--- src/inc/pixgrab_pkg.sv ---
//////////////////////////////////////////////////////////////////////////////
// Purpose : Shared constants and carrier types for the pixel grabber block
// Assumes : 20 MHz system clock, byte-wide register port
// Notes   : Every offset, reset value and timing count lives here
//////////////////////////////////////////////////////////////////////////////
package pixgrab_pkg;

    // Register offsets
    localparam logic [7:0]  ADDR_PIXEL      = 8'h48;
    localparam logic [7:0]  ADDR_EXP_HIGH   = 8'h49;
    localparam logic [7:0]  ADDR_EXP_LOW    = 8'h4A;
    localparam logic [7:0]  ADDR_FRAME_PRE  = 8'h4B;

    // Reset values
    localparam logic [15:0] EXPOSURE_RESET  = 16'h0100;
    localparam logic [7:0]  PRELOAD_RESET   = 8'hC2;

    // Pixel readout field positions
    localparam int          SOF_BIT         = 7;
    localparam int          VALID_BIT       = 6;
    localparam logic [5:0]  PIXEL_MAX_VAL   = 6'h3F;

    // Array geometry, numbered column by column
    localparam int          ARRAY_ROWS      = 18;
    localparam int          ARRAY_COLS      = 18;
    localparam logic [8:0]  NUM_PIXELS     = 9'(ARRAY_ROWS * ARRAY_COLS);
    localparam logic [8:0]  FIRST_PIXEL     = 9'h001;

    // Exposure control window on brightest pixel (mid fifties)
    localparam logic [5:0]  AGC_HIGH        = 6'h39;
    localparam logic [5:0]  AGC_LOW         = 6'h34;
    localparam int          AGC_SHIFT       = 4;
    localparam logic [16:0] EXP_MARGIN      = 17'h00D94;
    localparam logic [15:0] EXP_FLOOR       = 16'h0010;

    // Frame counter
    localparam logic [15:0] FRAME_TOP       = 16'hFFFF;
    localparam logic [16:0] FRAME_SPAN      = 17'h10000;

    // Sleep timing
    localparam int          CLK_HZ          = 20000000;
    localparam int          SLEEP_TIME_MS   = 1000;
    localparam int          SLEEP_CYCLES    = (CLK_HZ / 1000) * SLEEP_TIME_MS;

    // Stream buffer
    localparam int          STREAM_DEPTH    = 8;

    // One pixel word from the imaging array
    typedef struct packed {
        logic       first;
        logic [5:0] level;
    } pix_word_s;

    // Grabber states
    typedef enum logic [1:0] {
        GRAB_IDLE,
        GRAB_WAIT_SOF,
        GRAB_SEEK,
        GRAB_HOLD
    } grab_state_e;

endpackage

--- src/core/pix_stream_fifo.sv ---
//////////////////////////////////////////////////////////////////////////////
// Purpose : Small synchronous FIFO between imaging array and grabber
// Assumes : DEPTH is a power of two
// Notes   : in_ready is registered so the upstream sees a flop
//////////////////////////////////////////////////////////////////////////////
module pix_stream_fifo #(
    parameter int WIDTH = 7,
    parameter int DEPTH = 8
) (
    input  wire logic             clk,
    input  wire logic             rst_n,
    input  wire logic             in_valid,
    input  wire logic [WIDTH-1:0] in_data,
    output logic                  in_ready,
    output logic                  out_valid,
    output logic [WIDTH-1:0]      out_data,
    input  wire logic             out_ready
);
    localparam int AW = $clog2(DEPTH);

    logic [WIDTH-1:0] mem_q [DEPTH];    // Storage
    logic [AW-1:0]    wr_q, wr_d;       // Write pointer
    logic [AW-1:0]    rd_q, rd_d;       // Read pointer
    logic [AW:0]      cnt_q, cnt_d;     // Fill level
    logic             rdy_q, rdy_d;     // Registered space flag
    logic             push, pop;

    assign push      = in_valid && rdy_q;
    assign pop       = out_valid && out_ready;
    assign out_valid = (cnt_q != '0);
    assign out_data  = mem_q[rd_q];
    assign in_ready  = rdy_q;

    // Pointer and level update
    always_comb
    begin
        wr_d  = push ? wr_q + AW'(1) : wr_q;
        rd_d  = pop ? rd_q + AW'(1) : rd_q;
        cnt_d = cnt_q + (AW+1)'(push) - (AW+1)'(pop);
        // Conservative: full as soon as the level reaches depth
        rdy_d = (cnt_d < (AW+1)'(DEPTH));
    end

    // Registers only
    always_ff @(posedge clk or negedge rst_n)
    begin
        if (!rst_n)
        begin
            wr_q  <= '0;
            rd_q  <= '0;
            cnt_q <= '0;
            rdy_q <= 1'b1;
        end
        else
        begin
            wr_q  <= wr_d;
            rd_q  <= rd_d;
            cnt_q <= cnt_d;
            rdy_q <= rdy_d;
        end
    end

    // Data storage, no reset needed
    always_ff @(posedge clk)
    begin
        if (push)
        begin
            mem_q[wr_q] <= in_data;
        end
    end
endmodule // pix_stream_fifo

--- src/core/pixgrab_top.sv ---
//////////////////////////////////////////////////////////////////////////////
// Purpose : Frame grabber, exposure control and frame timer of the sensor
// Assumes : Register strobes come from the serial port, one cycle each
// Notes   : Array pixels arrive in pixel-number order through a FIFO
//////////////////////////////////////////////////////////////////////////////
// Overview of operation
// - Pixel register: SOF, valid, six-bit intensity
// - Intensity spans 0 black to 63 white
// - Any pixel write restarts at pixel 1
// - Each read that delivers a held pixel advances pixel number
// - Wraps to pixel 1 after 324
// - SOF set only for pixel 1
// - Valid flag shows undelivered captured pixel
// - At most one pixel per frame
// - Any pixel access arms grabber until read
// - Numbering column by column, 18 per column
// - AGC keeps brightest pixel mid fifties
// - Sixteen-bit exposure, reset 0x0100, two bytes
// - Exposure steps one sixteenth, once per frame
// - Exposure capped at frame clocks minus 3476, or at 16 for frames of 3492 clocks or fewer
// - Frame preload register, reset 0xC2
// - Frame counter counts up, ends on overflow
// - Forced awake bit; else sleep after idle
module pixgrab_top
    import pixgrab_pkg::*;
#(
    parameter int SLEEP_COUNT = SLEEP_CYCLES,
    parameter int FIFO_DEPTH  = STREAM_DEPTH
) (
    input  wire logic       SYS_CLK,
    input  wire logic       RESET_N,
    input  wire logic [7:0] REG_ADDR,
    input  wire logic [7:0] REG_WDATA,
    input  wire logic       REG_WR,
    input  wire logic       REG_RD,
    output logic [7:0]      REG_RDATA,
    input  wire logic       PIX_VALID,
    input  wire logic       PIX_FIRST,
    input  wire logic [5:0] PIX_DATA,
    output logic            PIX_READY,
    input  wire logic       FORCED_AWAKE,
    input  wire logic       MOTION,
    output logic            AWAKE,
    output logic            FRAME_END,
    output logic [15:0]     SHUTTER
);
    //////////////////////////////////////////////////////////////////////////
    // Declarations
    //////////////////////////////////////////////////////////////////////////
    pix_word_s   in_word;                   // Word into FIFO
    pix_word_s   out_word;                  // Word out of FIFO
    logic        fifo_valid;                // FIFO holds a word
    logic        fifo_ready;                // Grabber drains
    logic        pop;                       // Word taken this cycle
    logic [8:0]  word_idx;                  // Pixel number of popped word

    grab_state_e st_q, st_d;                // Grabber state
    logic [8:0]  want_q, want_d;            // Pixel number to capture
    logic [8:0]  idx_q, idx_d;              // Last popped pixel number
    logic [5:0]  held_q, held_d;            // Captured intensity
    logic [5:0]  fmax_q, fmax_d;            // Running frame maximum
    logic [5:0]  lmax_q, lmax_d;            // Last complete frame maximum

    logic [15:0] shut_q, shut_d;            // Exposure in clocks
    logic [7:0]  low_snap_q, low_snap_d;    // Low byte snapshot
    logic [7:0]  pre_q, pre_d;              // Frame preload upper byte
    logic [15:0] fcnt_q, fcnt_d;            // Frame counter
    logic        fend_q, fend_d;            // Frame end pulse
    logic [7:0]  rdata_q, rdata_d;          // Read data register
    logic [31:0] idle_q, idle_d;            // Cycles without motion
    logic        awake_q, awake_d;          // Awake state

    logic        pix_rd, pix_wr, pix_acc;   // Pixel register strobes
    logic        deliver;                   // Read hands out held pixel
    logic [16:0] frame_clks;                // Clocks per frame
    logic [15:0] shut_lim;                  // Exposure ceiling
    logic [15:0] step;                      // One sixteenth of exposure
    logic [16:0] shut_up;                   // Raised exposure, unclamped

    assign pix_rd  = REG_RD && (REG_ADDR == ADDR_PIXEL);
    assign pix_wr  = REG_WR && (REG_ADDR == ADDR_PIXEL);
    assign pix_acc = pix_rd || pix_wr;
    assign deliver = pix_rd && (st_q == GRAB_HOLD);

    //////////////////////////////////////////////////////////////////////////
    // Pixel stream buffer
    //////////////////////////////////////////////////////////////////////////
    assign in_word.first = PIX_FIRST;
    assign in_word.level = PIX_DATA;

    // Holding a pixel stalls the drain, so the array sees back-pressure
    assign fifo_ready = (st_q != GRAB_HOLD);
    assign pop        = fifo_valid && fifo_ready;

    pix_stream_fifo #(
        .WIDTH ($bits(pix_word_s)),
        .DEPTH (FIFO_DEPTH)
    ) u_fifo (
        .clk       (SYS_CLK),
        .rst_n     (RESET_N),
        .in_valid  (PIX_VALID),
        .in_data   (in_word),
        .in_ready  (PIX_READY),
        .out_valid (fifo_valid),
        .out_data  (out_word),
        .out_ready (fifo_ready)
    );

    // Stream order is column by column, 18 rows each
    assign word_idx = out_word.first ? FIRST_PIXEL : idx_q + 9'h001;

    //////////////////////////////////////////////////////////////////////////
    // Frame grabber
    //////////////////////////////////////////////////////////////////////////
    always_comb
    begin
        st_d   = st_q;
        want_d = want_q;
        idx_d  = pop ? word_idx : idx_q;
        held_d = held_q;
        fmax_d = fmax_q;
        lmax_d = lmax_q;
        // Frame maximum feeds the exposure loop
        if (pop)
        begin
            if (out_word.first)
            begin
                lmax_d = fmax_q;
                fmax_d = out_word.level;
            end
            else if (out_word.level > fmax_q)
            begin
                fmax_d = out_word.level;
            end
        end
        // A pixel write takes priority over a same-cycle capture
        if (pix_wr)
        begin
            want_d = FIRST_PIXEL;
            st_d   = GRAB_WAIT_SOF;
        end
        // A read while already armed must not restart the search, or a
        // polling host would never see any pixel but the first
        else if (pix_rd && ((st_q == GRAB_HOLD) || (st_q == GRAB_IDLE)))
        begin
            if (deliver)
            begin
                // Advance and wrap after the last pixel
                want_d = (want_q == NUM_PIXELS) ? FIRST_PIXEL
                                                : want_q + 9'h001;
            end
            st_d = GRAB_WAIT_SOF;
        end
        else
        begin
            case (st_q)
                GRAB_IDLE:
                begin
                    st_d = GRAB_IDLE;
                end
                // A fresh frame start ensures one pixel per frame
                GRAB_WAIT_SOF:
                begin
                    if (pop && out_word.first)
                    begin
                        st_d = GRAB_SEEK;
                        if (want_q == FIRST_PIXEL)
                        begin
                            held_d = out_word.level;
                            st_d   = GRAB_HOLD;
                        end
                    end
                end
                GRAB_SEEK:
                begin
                    if (pop && (word_idx == want_q))
                    begin
                        held_d = out_word.level;
                        st_d   = GRAB_HOLD;
                    end
                    else if (pop && out_word.first)
                    begin
                        // Wanted pixel missing; retry in this frame
                        st_d = GRAB_SEEK;
                    end
                end
                // Held indefinitely until the host reads it or writes the pixel register
                GRAB_HOLD:
                begin
                    st_d = GRAB_HOLD;
                end
                default:
                begin
                    st_d = GRAB_IDLE;
                end
            endcase
        end
    end

    // Grabber registers
    always_ff @(posedge SYS_CLK or negedge RESET_N)
    begin
        if (!RESET_N)
        begin
            st_q   <= GRAB_IDLE;
            want_q <= FIRST_PIXEL;
            idx_q  <= '0;
            held_q <= '0;
            fmax_q <= '0;
            lmax_q <= '0;
        end
        else
        begin
            st_q   <= st_d;
            want_q <= want_d;
            idx_q  <= idx_d;
            held_q <= held_d;
            fmax_q <= fmax_d;
            lmax_q <= lmax_d;
        end
    end

    //////////////////////////////////////////////////////////////////////////
    // Frame timer and exposure control
    //////////////////////////////////////////////////////////////////////////
    assign frame_clks = FRAME_SPAN - {1'b0, pre_q, 8'h00};
    // Very short frames leave only the floor exposure
    assign shut_lim   = (frame_clks > (EXP_MARGIN + {1'b0, EXP_FLOOR}))
                        ? 16'(frame_clks - EXP_MARGIN) : EXP_FLOOR;
    assign step       = shut_q >> AGC_SHIFT;
    assign shut_up    = {1'b0, shut_q} + {1'b0, step};

    always_comb
    begin
        fend_d = 1'b0;
        fcnt_d = fcnt_q + 16'h0001;
        shut_d = shut_q;
        pre_d  = REG_WR && (REG_ADDR == ADDR_FRAME_PRE) ? REG_WDATA : pre_q;
        if (fcnt_q == FRAME_TOP)
        begin
            // Preload sampled only here, current frame untouched
            fcnt_d = {pre_q, 8'h00};
            fend_d = 1'b1;
            // One step per frame toward the brightness window
            if (lmax_q > AGC_HIGH)
            begin
                shut_d = shut_q - step;
            end
            else if (lmax_q < AGC_LOW)
            begin
                shut_d = (shut_up > {1'b0, shut_lim}) ? shut_lim : 16'(shut_up);
            end
            if (shut_d > shut_lim)
            begin
                shut_d = shut_lim;
            end
        end
    end

    // Timer registers
    always_ff @(posedge SYS_CLK or negedge RESET_N)
    begin
        if (!RESET_N)
        begin
            fcnt_q <= {PRELOAD_RESET, 8'h00};
            fend_q <= 1'b0;
            shut_q <= EXPOSURE_RESET;
            pre_q  <= PRELOAD_RESET;
        end
        else
        begin
            fcnt_q <= fcnt_d;
            fend_q <= fend_d;
            shut_q <= shut_d;
            pre_q  <= pre_d;
        end
    end

    //////////////////////////////////////////////////////////////////////////
    // Register read path and sleep timer
    //////////////////////////////////////////////////////////////////////////
    always_comb
    begin
        rdata_d    = rdata_q;
        low_snap_d = low_snap_q;
        if (REG_RD)
        begin
            case (REG_ADDR)
                ADDR_PIXEL:
                begin
                    rdata_d[SOF_BIT]   = (want_q == FIRST_PIXEL);
                    rdata_d[VALID_BIT] = (st_q == GRAB_HOLD);
                    rdata_d[5:0]       = held_q & PIXEL_MAX_VAL;
                end
                ADDR_EXP_HIGH:
                begin
                    rdata_d    = shut_q[15:8];
                    low_snap_d = shut_q[7:0];
                end
                ADDR_EXP_LOW:
                begin
                    rdata_d = low_snap_q;
                end
                ADDR_FRAME_PRE:
                begin
                    rdata_d = pre_q;
                end
                default:
                begin
                    rdata_d = 8'h00;
                end
            endcase
        end
        // Sleep after a quiet spell unless held awake
        awake_d = 1'b1;
        idle_d  = 32'h0000_0000;
        if (!FORCED_AWAKE && !MOTION)
        begin
            idle_d  = (idle_q >= 32'(SLEEP_COUNT)) ? idle_q : idle_q + 32'h0000_0001;
            awake_d = (idle_d < 32'(SLEEP_COUNT));
        end
    end

    // Read and sleep registers
    always_ff @(posedge SYS_CLK or negedge RESET_N)
    begin
        if (!RESET_N)
        begin
            rdata_q    <= 8'h00;
            low_snap_q <= EXPOSURE_RESET[7:0];
            idle_q     <= 32'h0000_0000;
            awake_q    <= 1'b1;
        end
        else
        begin
            rdata_q    <= rdata_d;
            low_snap_q <= low_snap_d;
            idle_q     <= idle_d;
            awake_q    <= awake_d;
        end
    end

    assign REG_RDATA = rdata_q;
    assign AWAKE     = awake_q;
    assign FRAME_END = fend_q;
    assign SHUTTER   = shut_q;
endmodule // pixgrab_top

--- config.mk ---
export PLATFORM = sky130hd
export DESIGN_NAME = pixgrab_top
export DESIGN_NICKNAME = d
export VERILOG_FILES = /design/src/inc/pixgrab_pkg.sv /design/src/core/pix_stream_fifo.sv /design/src/core/pixgrab_top.sv
export SDC_FILE = /design/constraint.sdc
export NUM_CORES = 1
export LEC_CHECK = 0
export ABC_CLOCK_PERIOD_IN_PS = 8900
export BUFFER_PORTS_ARGS = -buffer_cell sky130_fd_sc_hd__buf_2
export CELL_PAD_IN_SITES_DETAIL_PLACEMENT = 1
export CELL_PAD_IN_SITES_GLOBAL_PLACEMENT = 1
export CORE_MARGIN = 1.5
export CORE_UTILIZATION = 49
export DETAILED_ROUTE_END_ITERATION = 6
export PLACE_DENSITY_LB_ADDON = 0.1
export SYNTH_ARGS = -nofsm -noshare
export SYNTH_HDL_FRONTEND = slang
export SYNTH_SLANG_ARGS = --single-unit
--- constraint.sdc ---
create_clock -name SYS_CLK -period 8.9 [get_ports SYS_CLK]
set_input_delay 2.67 -clock SYS_CLK [delete_from_list [all_inputs] [get_ports SYS_CLK]]
set_output_delay 2.67 -clock SYS_CLK [all_outputs]
set_load 0.005 [all_outputs]
* Word level (Yosys, flattened, before mapping) *
Memories as Yosys holds them, arrays and structs flattened.
Index checks and enable logic that the tools add are counted.

cells by class
  $add $sub $neg = 12
  magnitude comparators = 9
  equal/unequal tests = 17
  mux-type cells = 32
  bitwise operators = 2
  reduce and logical (&&, ||, !) cells = 25

operators by type and width
  operator                                                          count
  two-way mux 16 bit                                                7
  two-way mux 32 bit                                                2
  two-way mux 9 bit                                                 5
  adder 32 x 1 -> 32 bit (second input constant)                    1
  == test 8 x 7 -> 1 bit (second input constant)                    4
  >= comparator 32 x 25 -> 1 bit (second input constant)            1
  less-than comparator 32 x 25 -> 1 bit (second input constant)     1
  case mux 8 bit (4 select lines)                                   1
  two-way mux 6 bit                                                 5
  adder 9 x 1 -> 9 bit (second input constant)                      2
  adder 16 x 12 -> 17 bit                                           1
  greater-than comparator 17 x 12 -> 1 bit (second input constant)  1
  greater-than comparator 17 x 16 -> 1 bit                          1
  subtractor 17 x 16 -> 17 bit (first input constant)               1
  adder 16 x 1 -> 16 bit (second input constant)                    1
  == test 16 bit (second input constant)                            1
  greater-than comparator 16 bit                                    1
  subtractor 16 x 12 -> 16 bit                                      1
  subtractor 16 x 12 -> 16 bit (second input constant)              1
  case mux 6 bit (2 select lines)                                   1
  logical AND 1 bit                                                 10
  two-way mux 2 bit                                                 5
  AND reduction 2 bit                                               5
  == test 9 x 1 -> 1 bit (second input constant)                    1
  23 further kinds                                                  37

word-level totals
  flip-flop bits (word level) = 139
  memory bits (writable) = 56
  input bits = 30
  output and inout port bits = 27
  word-level logic and storage cells = 116
  memories = 1

memories
  memory        words  bits a word  read ports  clocked after memory_dff  wr ports  line                   source
  u_fifo.mem_q  8      7            1           0                         1         pix_stream_fifo.sv:21  logic [WIDTH-1:0] mem_q [DEPTH];

* Depth between registers and ports, before layout *
  word-level depth = 10
  depth in mapped cells = 34
  gate-level depth less buffers = 31

* Hierarchy *
From an unflattened synthesis, not the netlist that was laid out.

unflattened totals
  cells, all modules = 1,258
  area, all modules = 12,259.3 µm²

by module, submodules not included
  module           instances  cells an instance  area an instance (µm²)  sequential area each (µm²)
  pixgrab_top      1          1,124              9,502.9                 3,189.3
  pix_stream_fifo  1          134                2,756.4                 1,958.1

* Worst setup path after synthesis *
No wires, ideal clock.

  path type = register -> register
  from = register pre_q[1]
  to = register shut_q[10] (netlist: SHUTTER[10])
  setup time = 126 ps
  data arrival time = 6,832 ps
  required time = 8,774 ps
  setup slack = 1,942 ps
  cell stages (with the launch flop) = 33
  buffers on the path = 4
  period minus slack after synthesis = 6,958 ps
  cell sequence = dfstp_2 > clkbuf_1 > inv_1 > ha_1 > buf_4 > nor3b_1 > and3_1 > or3_1 > nand2_1 > clkbuf_1 > nand2_1 > ha_1 > a21o_1 > a21oi_1 > o21ai_0 > and4_4 > a311o_1 > a311o_1 > nand2_1 > o211ai_1 > o211ai_1 > o21ai_0 > ha_1 > a21o_1 > a21o_1 > a21oi_1 > o21ai_0 > maj3_1 > a211oi_1 > o31a_1 > buf_6 > nor2_4 > a221o_1

between the ends
  word-level cells in the longest chain between the ends = 10
  elaborated cells on any way between the ends = 11
  classes of those cells = add/sub (2); order compare (3); mux (6)

ends and longest elaborated chain
  what                                                                                      line                                    source
  from (decl)                                                                               pixgrab_top.sv:66                       logic [7:0] pre_q, pre_d;
  from (signal assigned)                                                                    pixgrab_top.sv:275                      pre_q <= pre_d;
  subtractor 17 x 16 -> 17 bit (*)                                                          pixgrab_top.sv:226                      assign frame_clks = FRAME_SPAN - {1'b0, pre_q, 8'h00};
  subtractor 16 x 12 -> 16 bit or greater-than comparator 17 x 12 -> 1 bit (tied branches)  pixgrab_top.sv:229, pixgrab_top.sv:228
  two-way mux 16 bit (*)                                                                    pixgrab_top.sv:229                      ? 16'(frame_clks - EXP_MARGIN) : EXP_FLOOR;
  greater-than comparator 17 x 16 -> 1 bit                                                  pixgrab_top.sv:251                      shut_d = (shut_up > {1'b0, shut_lim}) ? shut_lim : 16'(shut_up);
  two-way mux 16 bit                                                                        pixgrab_top.sv:251
  two-way mux 16 bit                                                                        pixgrab_top.sv:249                      else if (lmax_q < AGC_LOW)
  two-way mux 16 bit                                                                        pixgrab_top.sv:245                      if (lmax_q > AGC_HIGH)
  two-way mux 16 bit                                                                        pixgrab_top.sv:239                      if (fcnt_q == FRAME_TOP)
  greater-than comparator 16 bit                                                            pixgrab_top.sv:253                      if (shut_d > shut_lim)
  two-way mux 16 bit (*)                                                                    pixgrab_top.sv:253
  to (signal assigned)                                                                      pixgrab_top.sv:274                      shut_q <= shut_d;
  to (decl)                                                                                 pixgrab_top.sv:64                       logic [15:0] shut_q, shut_d;

Every way passes the cells marked *; elsewhere a longest branch is shown, timed or not. The select of a mux whose other input is x is not followed.
A chain may end at the register's enable or synchronous reset.

* Worst setup path after layout *
  from = register pre_q[0]
  to = register shut_q[10] (netlist: SHUTTER[10])

The elaborated chain is that of the path after synthesis.

==> impl_results.md <==
- Status: finished clean
- CTS resizes: 0
- DRC viols: 0
- Post-DRT Antenna Nets: 0
- Share of Yosys cell area claimed by the top area cell type: 0.263
- CP top delay family: compound AO/OA/AOI/OAI gates
- Clk Latency, worst-skew pair: 450 ps
- Non-Filler Cell Area, Final: about 0.013 sq mm
- Number of enable flip-flop cells after synthesis: between 50 and 60
- Routed WL: around 34000 microns
- Yosys warning count: 0
- Sequential Area: 0.00515 sq mm
- Reg clk slew, reported paths: 80 ps
- Largest net degree at the start of global routing: 72
- Crit share post-route: 0.930
- Setup TNS: 0 ps
- Hold WC Path Type: reg2reg
- Count of pins over their slew limit: 0
- Placed cell areas: 0.0127 sq mm
- Clock Tree Buf Depth: 2
- Synth Flop Type: dfrtp_1
- Grt ovf: 0
- Core Box Area: roughly 0.024 sq mm
- Clock skew: between 15 and 20 ps
- # fillers: ~2800
- CTS Hold Buffers Added: 0
- WS Path Type: reg2reg
- Row count: 57
- Arr. time, crit path: roughly 8600 ps
- Via count: 9962
- Clk root buf: clkbuf_16
- Ranking of synthesized cells by area: dfrtp_1, edfxtp_1, ha_1
- CP max FO: 15
- Post-CTS setup buffers: 0
- Async set-reset flop share out of synthesis: 0.711
- Count of cell types in the netlist: 80
- ANT cells: 0
- Post-Syn Area per Cell: 9.58 sq um
- Min Hold Slack: approximately 480 ps
- Cell accounting for the most synthesized area: dfrtp_1
- Initial Util: 0.501
- CTS tree: built
- Non-filler cells, final: 1637
- Post-Syn Instances: approximately 1300
- Die Y: ~160 microns
- Netlist Area Pre-Place: roughly 0.012 sq mm
- Achievable Freq: about 120 MHz
- Sequential area share after synthesis: 0.423
- Seq cells post-synth: 194
- Initial antenna violation count: 0
- Buf/Inv on CP: 1
- Die ar.: 0.0258 sq mm
- Maxcap violations: 0
- Fin crit period: 8280 ps
- Endpoints failing setup: 0
- P&R area growth vs syn: 9.88%
- DIE WIDTH: approximately 160 microns
- Syn Nets: 1375
- Sink Count: 194
- GPL Wtd Cong: 0.880
- RSZ-0062 raised after global routing: false
- CP max stage cell: dfrtp_1
- GRT Total Usage: 0.276
- Routed wire length per instance: around 21 microns
- First-pass GRT wire length: 55800 microns
- H-tree depth: 4
- Worst vdd ir: 0.133 mV
- Nets: 1404
- IO Port Bufs: 56
- Setup crit start kind: flip-flop
- Slew @ Worst Pin: 1080 ps
- Ports: 57
- CP max stage delay: about 570 ps
- Placed wire-length estimate: 25000 microns
- Most common cell after layout, fill and taps aside: dfrtp_1
- Vias per cell: 6.09
- Static leakage: 0.00569 uW
- Most frequent cells in the layout: dfrtp_1, nand2_1, nor2_1
- Share of layout cells above drive strength 1: 0.128
- Multi-input logic area: 0.00652 sq mm
- Critical path capture point type: flip-flop
- Number of global-route vias before repair: 10300
- DRT iter0 DRCs: 667
- Relative slew slack: 0.271
- Required @ worst endpoint: 9220 ps
- Pwr/cell area: 220 mW/mm^2
- TritonCTS Buffers: 17
- Dpl cells: roughly 1600
- Final Hold Viols: 0
- First-pass iteration count of the detailed router: 5
==> worst reg2reg max path: cells and delay by family, from the launching register on <==
| kind | cells | cell delay (ps) |
|---|---|---|
| flip-flops | 1 | 570 |
| AO/OA/AOI/OAI | 15 | 3610 |
| buffers and inverters | 1 | 170 |
| adder cells (fa/ha/maj) | 4 | 1440 |
| AND/OR/NAND/NOR | 8 | 2360 |
==> synthesized netlist by cell type (all sizes together), types with 22 or more instances <==
cell    instances
xnor2          47
edfxtp         56
nand3          34
clkbuf         52
o21ai          90
nand2         119
dfrtp         128
ha             71
xor2           37
mux2           25
a21oi          68
nor2          113
o211ai         22
inv            74
nor3           29
==> metrics by stage <==
step / util / power [uW] / setup WS [ps]
after floorplan: - / 1830 / 1940
after global placement: 0.524 / 2070 / 960
after detailed placement: 0.524 / 2120 / 734
after CTS: 0.550 / 2960 / 714
after global routing: 0.550 / 3120 / 102
final: 0.550 / 2940 / 622
==> flip-flops by register name, indices dropped and copies added, names as in the netlist <==
register	cells
FRAME_END	1
fmax_q	6
SHUTTER	16
u_fifo.in_ready	1
low_snap_q	8
u_fifo.wr_q	3
AWAKE	1
idx_q	9
idle_q	32
u_fifo.mem_q	56
st_q	2
pre_q	8
u_fifo.rd_q	3
u_fifo.cnt_q	4
want_q	9
lmax_q	5
fcnt_q	16
REG_RDATA	8
held_q	6
==> cell type report <==
class,count,share of cell area
multi-input combinational,943,0.487
sequential,194,0.385
clock buffer,17,0.0318
tap,324,0.0303
timing repair buffer,69,0.0287
inverter,75,0.0210
clock inverter,15,0.0163
==> routing by layer <==
metal | share of wire | wire [microns] | track usage
met1 | 0.47 | 16300 | 0.391
met2 | 0.46 | 15800 | 0.442
met3 | 0.042 | 1440 | 0.0351
met4 | 0.022 | 763 | 0.0875
met5 | 0 | 0 | 0
==> cell families after synthesis <==
family	Yosys count	share of synthesized area
adders and majority gates	76	0.0795
and+or+nand+nor	427	0.172
muxes	50	0.0601
xor gates and xnor gates	84	0.0610
buffers and inverters	134	0.0424
AOI/OAI and AO/OA	306	0.162
DFF	194	0.423
==> power by group <==
group	total (uW)	switching [uW]	internal [uW]
Combinational	963	570	393
Clock	839	421	418
Sequential	1140	108	1030
==> final timing paths <==
| path | from | depth (start not counted) | slack [ps] | end |
|---|---|---|---|---|
| max in group asynchronous | RESET_N | 2 | 5290 | fcnt_q[6] |
| worst min-delay path | idle_q[31] | 1 | 480 | idle_q[31] |
| worst min register to register | idle_q[31] | 1 | 480 | idle_q[31] |
| min in group asynchronous | RESET_N | 1 | 2240 | want_q[3] |
| worst max register to register | pre_q[0] | 28 | 620 | SHUTTER[10] |
| worst max-delay path | pre_q[0] | 28 | 620 | SHUTTER[10] |
(Power assumes the default switching activity.)
